[src/osccr_pkg.sv]
/*
 * package for the oscillator select and reference clock output block:
 * register offsets, field positions, reset values and mode encodings.
 * assumes an APB slave with 32-bit data, one register per aligned word.
 */
package osccr_pkg;

    // ************************************************************
    // register map (byte addresses)
    // ************************************************************
    localparam logic [11:0] OSC_CTRL_ADDR    = 12'h000;
    localparam logic [11:0] REFCLK_CTRL_ADDR = 12'h004;
    localparam logic [11:0] CFG_ADDR         = 12'h008;
    localparam logic [11:0] STATUS_ADDR      = 12'h00C;

    // ************************************************************
    // oscillator control fields
    // ************************************************************
    localparam int          OSC_PLL_BIT    = 7;
    localparam int          OSC_FREQ_LSB   = 3;
    localparam int          OSC_SCS_LSB    = 0;
    localparam logic [7:0]  OSC_CTRL_RESET = 8'h38;
    localparam logic [7:0]  OSC_CTRL_MASK  = 8'hFB;

    // ************************************************************
    // reference clock control fields
    // ************************************************************
    localparam int          REF_EN_BIT       = 7;
    localparam int          REF_OE_BIT       = 6;
    localparam int          REF_SLEW_BIT     = 5;
    localparam int          REF_DUTY_LSB     = 3;
    localparam int          REF_DIV_LSB      = 0;
    localparam logic [7:0]  REF_CTRL_RESET   = 8'h00;

    // ************************************************************
    // configuration word copy (software visible, bench set)
    // ************************************************************
    localparam int          CFG_PLL_FORCE_BIT = 0;
    localparam int          CFG_INSTR_CLOCK_PIN_OUTPUT_BIT    = 1;
    localparam int          CFG_FOSC_LSB      = 2;
    localparam logic [7:0]  CFG_RESET         = 8'h00;

    // ************************************************************
    // oscillator source and mode encodings
    // ************************************************************
    typedef enum logic [1:0] {
        OSCCR_SRC_CFG,
        OSCCR_SRC_HF,
        OSCCR_SRC_MF,
        OSCCR_SRC_LF
    } osccr_src_t;

    localparam logic [2:0] FOSC_LP = 3'h0;
    localparam logic [2:0] FOSC_XT = 3'h1;
    localparam logic [2:0] FOSC_HS = 3'h2;

    localparam logic [3:0] FREQ_HF_MIN = 4'h8;
    localparam logic [3:0] FREQ_MF_MIN = 4'h2;
    localparam logic [3:0] FREQ_HF_TOP = 4'hF;
    localparam logic [3:0] FREQ_MF_TOP = 4'h7;

endpackage

[src/osccr_osc_sel.sv]
/*
 * oscillator selection decode: pll enable, source class and the
 * divide exponent of the chosen internal oscillator.
 * assumes the configuration word inputs are static between resets.
 */
`timescale 1ns/10ps
module osccr_osc_sel (
    // register fields
    input  wire logic                 sw_pll_enable,
    input  wire logic [3:0]           int_osc_freq_sel,
    input  wire logic [1:0]           sys_clk_select,
    // configuration word
    input  wire logic                 cfg_pll_force,
    // decoded selection
    output logic                      pll_on,
    output osccr_pkg::osccr_src_t     osc_src,
    output logic [2:0]                osc_div_exp
);

    // ************************************************************
    // pll control
    // ************************************************************
    assign pll_on = cfg_pll_force | sw_pll_enable;

    // ************************************************************
    // source and divide exponent
    // ************************************************************
    always_comb begin
        osc_div_exp = 3'h0;
        if (!sys_clk_select[1]) begin
            osc_src = osccr_pkg::OSCCR_SRC_CFG;
        end else if (int_osc_freq_sel >= osccr_pkg::FREQ_HF_MIN) begin
            osc_src     = osccr_pkg::OSCCR_SRC_HF;
            osc_div_exp = 3'(osccr_pkg::FREQ_HF_TOP - int_osc_freq_sel);
        end else if (int_osc_freq_sel > osccr_pkg::FREQ_MF_MIN) begin
            osc_src     = osccr_pkg::OSCCR_SRC_MF;
            osc_div_exp = 3'(osccr_pkg::FREQ_MF_TOP - int_osc_freq_sel);
        end else if (int_osc_freq_sel == osccr_pkg::FREQ_MF_MIN) begin
            // lowest mf code repeats the rate of the code above it
            osc_src     = osccr_pkg::OSCCR_SRC_MF;
            osc_div_exp = 3'(osccr_pkg::FREQ_MF_TOP - osccr_pkg::FREQ_MF_MIN - 4'h1);
        end else begin
            osc_src = osccr_pkg::OSCCR_SRC_LF;
        end
    end

endmodule

[src/osccr_refclk_gen.sv]
/*
 * reference clock generator: power-of-two divider of the system clock
 * with selectable duty cycle, settings loaded at period boundaries.
 * assumes pclk is the system clock and stops during sleep.
 */
`timescale 1ns/10ps
module osccr_refclk_gen #(
    parameter int DIV_W = 3
) (
    // clock and reset
    input  wire logic             pclk,
    input  wire logic             presetn,
    // control
    input  wire logic             enable,
    input  wire logic [DIV_W-1:0] div_sel,
    input  wire logic [1:0]       duty_sel,
    // output
    output logic                  ref_clk
);

    localparam int CNT_W = (1 << DIV_W) - 1;

    logic [DIV_W-1:0] div_q;
    logic [1:0]       duty_q;
    logic [CNT_W-1:0] cnt_q;
    logic [CNT_W-1:0] last;
    logic [CNT_W-1:0] hi_len;
    logic             wrap;
    logic             level_d;
    logic             level_q;
    logic             neg_q;

    // ************************************************************
    // period counter, settings latched at the wrap
    // ************************************************************
    assign last = CNT_W'((64'd1 << div_q) - 64'd1);
    assign wrap = (cnt_q == last);

    always_ff @(posedge pclk or negedge presetn) begin
        if (!presetn) begin
            cnt_q  <= '0;
            div_q  <= '0;
            duty_q <= 2'h0;
        end else if (!enable) begin
            cnt_q  <= '0;
            div_q  <= div_sel;
            duty_q <= duty_sel;
        end else if (wrap) begin
            cnt_q  <= '0;
            div_q  <= div_sel;
            duty_q <= duty_sel;
        end else begin
            cnt_q <= cnt_q + CNT_W'(1);
        end
    end

    // ************************************************************
    // duty shaping
    // ************************************************************
    always_comb begin
        hi_len = '0;
        unique case (duty_q)
            2'h0: hi_len = '0;
            2'h1: hi_len = CNT_W'(last >> 2) + CNT_W'(1);
            2'h2: hi_len = CNT_W'(last >> 1) + CNT_W'(1);
            // at divide by two the extra quarter comes from the falling edge
            2'h3: hi_len = (div_q == DIV_W'(1)) ? CNT_W'(1) :
                           CNT_W'(last >> 1) + CNT_W'(last >> 2) + CNT_W'(2);
        endcase
        level_d = (cnt_q < hi_len);
    end

    always_ff @(posedge pclk or negedge presetn) begin
        if (!presetn) begin
            level_q <= 1'b0;
        end else begin
            level_q <= enable & level_d;
        end
    end

    // half-cycle helper for divide by two: uses the falling edge
    always_ff @(negedge pclk or negedge presetn) begin
        if (!presetn) begin
            neg_q <= 1'b0;
        end else begin
            neg_q <= level_q;
        end
    end

    // ************************************************************
    // output select
    // ************************************************************
    always_comb begin
        ref_clk = level_q;
        if (!enable || duty_q == 2'h0) begin
            ref_clk = 1'b0;
        end else if (div_q == '0) begin
            ref_clk = pclk;
        end else if (div_q == DIV_W'(1) && duty_q == 2'h1) begin
            ref_clk = level_q & ~neg_q & pclk;
        end else if (div_q == DIV_W'(1) && duty_q == 2'h3) begin
            ref_clk = level_q | (neg_q & pclk);
        end
    end

endmodule

[src/osccr_top.sv]
/*
 * oscillator control and reference clock output block with apb access.
 * assumes pclk is the system clock, presetn carries every device reset,
 * and the configuration word bits are held steady by the surroundings.
 */
`timescale 1ns/10ps
module osccr_top (
    // clock and reset
    input  wire logic        pclk,
    input  wire logic        presetn,
    // apb slave
    input  wire logic        psel,
    input  wire logic        penable,
    input  wire logic        pwrite,
    input  wire logic [11:0] paddr,
    input  wire logic [31:0] pwdata,
    output logic      [31:0] prdata,
    output logic             pready,
    output logic             pslverr,
    // configuration word
    input  wire logic        cfg_pll_force,
    input  wire logic        cfg_instr_clock_out_en,
    input  wire logic [2:0]  cfg_fosc,
    // clocking outputs
    output logic             pll_on,
    output logic [1:0]       osc_src,
    output logic [2:0]       osc_div_exp,
    // pin and internal clock
    output logic             refclk_pin_o,
    output logic             refclk_pin_oe,
    output logic             refclk_slew_limit_o,
    output logic             osc_second_pin_is_input,
    output logic             modulator_clk
);

    // ************************************************************
    // registers
    // ************************************************************
    logic [7:0] osc_ctrl_q;
    logic [7:0] ref_ctrl_q;
    logic       instr_div_q;
    logic [1:0] instr_cnt_q;
    logic       ref_clk;
    logic       xtal_mode;
    logic       wr_en;
    logic       addr_ok;
    logic [31:0] prdata_d;
    logic [31:0] prdata_q;
    osccr_pkg::osccr_src_t src;

    assign pready  = 1'b1;
    assign addr_ok = (paddr == osccr_pkg::OSC_CTRL_ADDR) ||
                     (paddr == osccr_pkg::REFCLK_CTRL_ADDR) ||
                     (paddr == osccr_pkg::CFG_ADDR) ||
                     (paddr == osccr_pkg::STATUS_ADDR);
    assign pslverr = psel & penable & ~addr_ok;
    assign wr_en   = psel & penable & pwrite;

    always_ff @(posedge pclk or negedge presetn) begin
        if (!presetn) begin
            osc_ctrl_q <= osccr_pkg::OSC_CTRL_RESET;
        end else if (wr_en && paddr == osccr_pkg::OSC_CTRL_ADDR) begin
            osc_ctrl_q <= pwdata[7:0] & osccr_pkg::OSC_CTRL_MASK;
        end
    end

    always_ff @(posedge pclk or negedge presetn) begin
        if (!presetn) begin
            ref_ctrl_q <= osccr_pkg::REF_CTRL_RESET;
        end else if (wr_en && paddr == osccr_pkg::REFCLK_CTRL_ADDR) begin
            ref_ctrl_q <= pwdata[7:0];
        end
    end

    // ************************************************************
    // read path
    // ************************************************************
    always_comb begin
        prdata_d = 32'h0000_0000;
        unique case (paddr)
            osccr_pkg::OSC_CTRL_ADDR:    prdata_d[7:0] = osc_ctrl_q;
            osccr_pkg::REFCLK_CTRL_ADDR: prdata_d[7:0] = ref_ctrl_q;
            osccr_pkg::CFG_ADDR:         prdata_d[4:0] = {cfg_fosc,
                                                          cfg_instr_clock_out_en,
                                                          cfg_pll_force};
            osccr_pkg::STATUS_ADDR:      prdata_d[6:0] = {refclk_pin_oe, xtal_mode,
                                                          osc_div_exp, osc_src};
            default:                     prdata_d = 32'h0000_0000;
        endcase
    end

    // read data captured in the setup phase, held through the access phase
    always_ff @(posedge pclk or negedge presetn) begin
        if (!presetn) begin
            prdata_q <= 32'h0000_0000;
        end else if (psel && !penable) begin
            prdata_q <= prdata_d;
        end
    end

    assign prdata = prdata_q;

    // ************************************************************
    // oscillator selection
    // ************************************************************
    osccr_osc_sel u_osc_sel (
        .sw_pll_enable    (osc_ctrl_q[osccr_pkg::OSC_PLL_BIT]),
        .int_osc_freq_sel (osc_ctrl_q[osccr_pkg::OSC_FREQ_LSB +: 4]),
        .sys_clk_select   (osc_ctrl_q[osccr_pkg::OSC_SCS_LSB +: 2]),
        .cfg_pll_force    (cfg_pll_force),
        .pll_on           (pll_on),
        .osc_src          (src),
        .osc_div_exp      (osc_div_exp)
    );
    assign osc_src = src;

    // ************************************************************
    // reference clock generator
    // ************************************************************
    osccr_refclk_gen #(
        .DIV_W (3)
    ) u_refclk (
        .pclk     (pclk),
        .presetn  (presetn),
        .enable   (ref_ctrl_q[osccr_pkg::REF_EN_BIT]),
        .div_sel  (ref_ctrl_q[osccr_pkg::REF_DIV_LSB +: 3]),
        .duty_sel (ref_ctrl_q[osccr_pkg::REF_DUTY_LSB +: 2]),
        .ref_clk  (ref_clk)
    );

    assign modulator_clk = ref_clk;

    // ************************************************************
    // instruction clock: system clock divided by four
    // ************************************************************
    always_ff @(posedge pclk or negedge presetn) begin
        if (!presetn) begin
            instr_cnt_q <= 2'h0;
            instr_div_q <= 1'b0;
        end else begin
            instr_cnt_q <= instr_cnt_q + 2'h1;
            if (instr_cnt_q[0]) begin
                instr_div_q <= ~instr_div_q;
            end
        end
    end

    // ************************************************************
    // pin arbitration
    // ************************************************************
    assign xtal_mode = (cfg_fosc == osccr_pkg::FOSC_LP) ||
                       (cfg_fosc == osccr_pkg::FOSC_XT) ||
                       (cfg_fosc == osccr_pkg::FOSC_HS);
    assign osc_second_pin_is_input = xtal_mode;

    always_comb begin
        refclk_pin_o  = 1'b0;
        refclk_pin_oe = 1'b0;
        if (xtal_mode) begin
            refclk_pin_oe = 1'b0;
        end else if (cfg_instr_clock_out_en) begin
            refclk_pin_o  = instr_div_q;
            refclk_pin_oe = 1'b1;
        end else if (ref_ctrl_q[osccr_pkg::REF_OE_BIT]) begin
            refclk_pin_o  = ref_clk;
            refclk_pin_oe = 1'b1;
        end
    end

    assign refclk_slew_limit_o = ref_ctrl_q[osccr_pkg::REF_SLEW_BIT];

endmodule

[config.mk]
export PLATFORM = sky130hd
export DESIGN_NAME = osccr_top
export DESIGN_NICKNAME = d
export VERILOG_FILES = /design/src/osccr_pkg.sv /design/src/osccr_osc_sel.sv /design/src/osccr_refclk_gen.sv /design/src/osccr_top.sv
export SDC_FILE = /design/constraint.sdc
export NUM_CORES = 1
export LEC_CHECK = 0
export BUFFER_PORTS_ARGS = -buffer_cell sky130_fd_sc_hd__buf_2
export CAP_MARGIN = 20
export CORE_MARGIN = 4
export CORE_UTILIZATION = 55
export DETAILED_ROUTE_END_ITERATION = 12
export PLACE_DENSITY = 0.87
export SETUP_SLACK_MARGIN = 0.3
export SLEW_MARGIN = 20
export SYNTH_ARGS = -nofsm -noshare
export SYNTH_HDL_FRONTEND = slang
export SYNTH_HIERARCHICAL = 1
export SYNTH_SLANG_ARGS = --single-unit
[constraint.sdc]
create_clock -name pclk -period 5.9 [get_ports pclk]
set_clock_uncertainty 0.1 [all_clocks]
set_input_delay 1.18 -clock pclk [delete_from_list [all_inputs] [get_ports pclk]]
set_output_delay 1.18 -clock pclk [all_outputs]
set_load 0.03 [all_outputs]
==> results_dict.tcl <==
set metrics [dict create \
    crit_path_start_kind "flop" \
    yosysMostFrequentCell "dfrtp_1" \
    vias 2258 \
    synth_edf_count 0 \
    globalplace.congestion 0.915 \
    dp.cells 389 \
    tightest_slew_ns 0.693 \
    dpl.hpwl_mm 4.72 \
    ctsHoldBuffers 0 \
    power_mw 0.687 \
    status "complete, but fails checks" \
    cp_max_fo 2 \
    relSlewSlack_pct 53.3 \
    drc 0 \
    synth_ff_type "dfrtp_1" \
    power_density_mw_per_mm2 203 \
    cpMostUsedCell "buf_6" \
    multi_input_area_mm2 0.00171 \
    critPathKind "flop to primary output" \
    synth_top_area_share_pct 30.7 \
    die_w_um 80.0 \
    ant_nets 0 \
    synth-seq-cells 39 \
    area_growth_pct 18.6 \
    grt_overflow 0 \
    die_height_um 80.0 \
    met1_usage_pct 26.6 \
    syn_avg_cell_area_um2 10.0 \
    hold_path.class "flop to flop" \
    finalSetupViolations 4 \
    crit_buf_inv 4 \
    arrival_ns 4.91 \
    path_delay_family "buffers and inverters" \
    wire_per_inst_um 16.2 \
    met2_usage_pct 35.5 \
    fin_cells 409 \
    port_buffers 49 \
    p_leak_nw 1.65 \
    grt_max_degree 39 \
    ys_types 67 \
    syn_inst 285 \
    wl_mm 6.64 \
    start_util_pct 58.4 \
    drive_above_1_share_pct 36.5 \
    vdd_drop_max_v 0.000172 \
    max_cap_violations 0 \
    syn-cell-area_mm2 0.00285 \
    num_antenna_cells 0 \
    slowest_stage "dfrtn_1" \
    netlist_top_cells_count "35 x dfrtp_1, 25 x buf_4, 21 x nand2_1, 21 x nor2_1, 18 x mux2_2" \
    async_flop_share_pct 100 \
    synth_area_leaders "dfrtp_1 31%, mux2_2 7.1%, ha_1 7.0%, buf_4 6.6%, mux4_2 3.2%" \
    busiest_layer "met2" \
    regArea_um2 980 \
    grt_use_total_pct 23.0 \
    ys_seq_area_share_pct 34.4 \
    violations "negative setup slack" \
    cp.required_ns 4.62 \
    clk_latency_ns 0.39 \
    cpPeakStageDelay_ns 0.44 \
    cts_tree "yes" \
    hold_viol_final 0 \
    io_pins 99 \
    fill_cells 396 \
    rsz0062_at_grt "yes" \
    setup_tns_ns -0.465 \
    rows 25 \
    fin_ws_ns -0.293 \
    core_mm2 0.00488 \
    grt_pass1_wl_mm 10.8 \
    use_met3_pct 7.67 \
    dr.first_iter.drc_count 143 \
    grt_pass1_vias 2305 \
    dr.pass1.iters 4 \
    yosysTopAreaCell "dfrtp_1" \
    antenna_found_initial 0 \
    yosys_warnings 6 \
    endpoint_kind "primary output" \
    cp_cell_sequence "buf_6, nor2b_4, o21ai_4, a21oi_4, clkbuf_8, buf_8, mux2i_4, nor3_4, buf_6" \
    vias_per_cell 5.52 \
    r2r_slack_ns 2.31 \
    nets 410 \
    cts.clk_slew.worst_paths_ns 0.07 \
    die-area_mm2 0.00640 \
    slew_viol_final 0 \
]
placed cells by master, fill, tap and decap left out, types with 6 or more instances in the layout:
cell / n
buf_2: 47
clkbuf_8: 14
conb_1: 25
dfrtp_1: 35
ha_1: 16
inv_1: 13
mux2_2: 18
nand2_1: 21
nor2_1: 21
o21ai_0: 7
o21ai_1: 7
xnor2_1: 9
xor2_1: 6
final cells by class:
class                      count  area share [%]
clock inverter                 3            1.55
inverter                      16            1.78
multi-input combinational    217            50.7
tap                           67            2.48
timing repair buffer          49            7.51
sequential                    39            29.0
clock buffer                  18            7.03
where the power goes:
group	switching [mW]	leakage (nW)	internal, mW
Clock	0.129	0.164	0.232
Sequential	0.000325	0.530	0.267
Combinational	0.0437	0.952	0.0150
stage by stage:
stage | setup slack, ns | utilization [%] | hold slack, ns | area, um^2
2_1_floorplan | 0.215 | - | 0.313 | 2960
3_3_place_gp | 0.363 | 62.6 | 0.327 | 3050
3_5_place_dp | 0.358 | 62.6 | 0.339 | 3050
4_1_cts | -0.329 | 68.8 | 0.384 | 3360
5_1_grt | -0.377 | 69.3 | 0.402 | 3380
6_report | -0.293 | 69.3 | 0.380 | 3380
per-layer routing:
| metal | part of all wire, % | vias to the layer above |
|---|---|---|
| li1 | - | 1078 |
| met1 | 41 | 1079 |
| met2 | 50 | 84 |
| met3 | 6.5 | 17 |
| met4 | 2.7 | 0 |
| met5 | 0 | - |
cells by family (layout without fill, tap and decap cells):
kind of cell	Yosys count	count (layout)	synth area share, %
AO/OA/AOI/OAI	48	48	12.5
XOR/XNOR	15	15	4.61
adder cells (fa/ha/maj)	17	17	7.42
buffers and inverters	52	86	10.8
flip-flops	39	39	34.4
multiplexers	30	30	13.6
other	2	25	0.263
AND/OR/NAND/NOR	82	82	16.5
sequential cells by signal, summed over array words and instances (netlist names):
register          cells
instr_cnt_q           1
ref_ctrl_q            8
u_refclk/div_q        3
u_refclk/level_q      1
prdata                8
osc_ctrl_q            7
instr_div_q           1
u_refclk/cnt_q        7
u_refclk/duty_q       2
u_refclk/neg_q        1
path summary, 6_finish.rpt:
path,start,endpoint,cells past startpoint
min reg2reg,instr_cnt_q[0],instr_cnt_q[0],1
max,u_refclk/neg_q,refclk_pin_o,9
min,instr_cnt_q[0],instr_cnt_q[0],1
min in group asynchronous,presetn,prdata[1],2
max in group asynchronous,presetn,u_refclk/neg_q,1
max reg2reg,u_refclk/level_q,u_refclk/neg_q,0
repair_timing:
action,4_1_cts,5_1_grt
pin swaps,4,2
endpoints found under the hold margin,0,0
endpoints found under the setup margin,4,4
gates resized for setup,8,5
setup buffers,1,1
No activity file was read; power rests on OpenSTA's default activity.
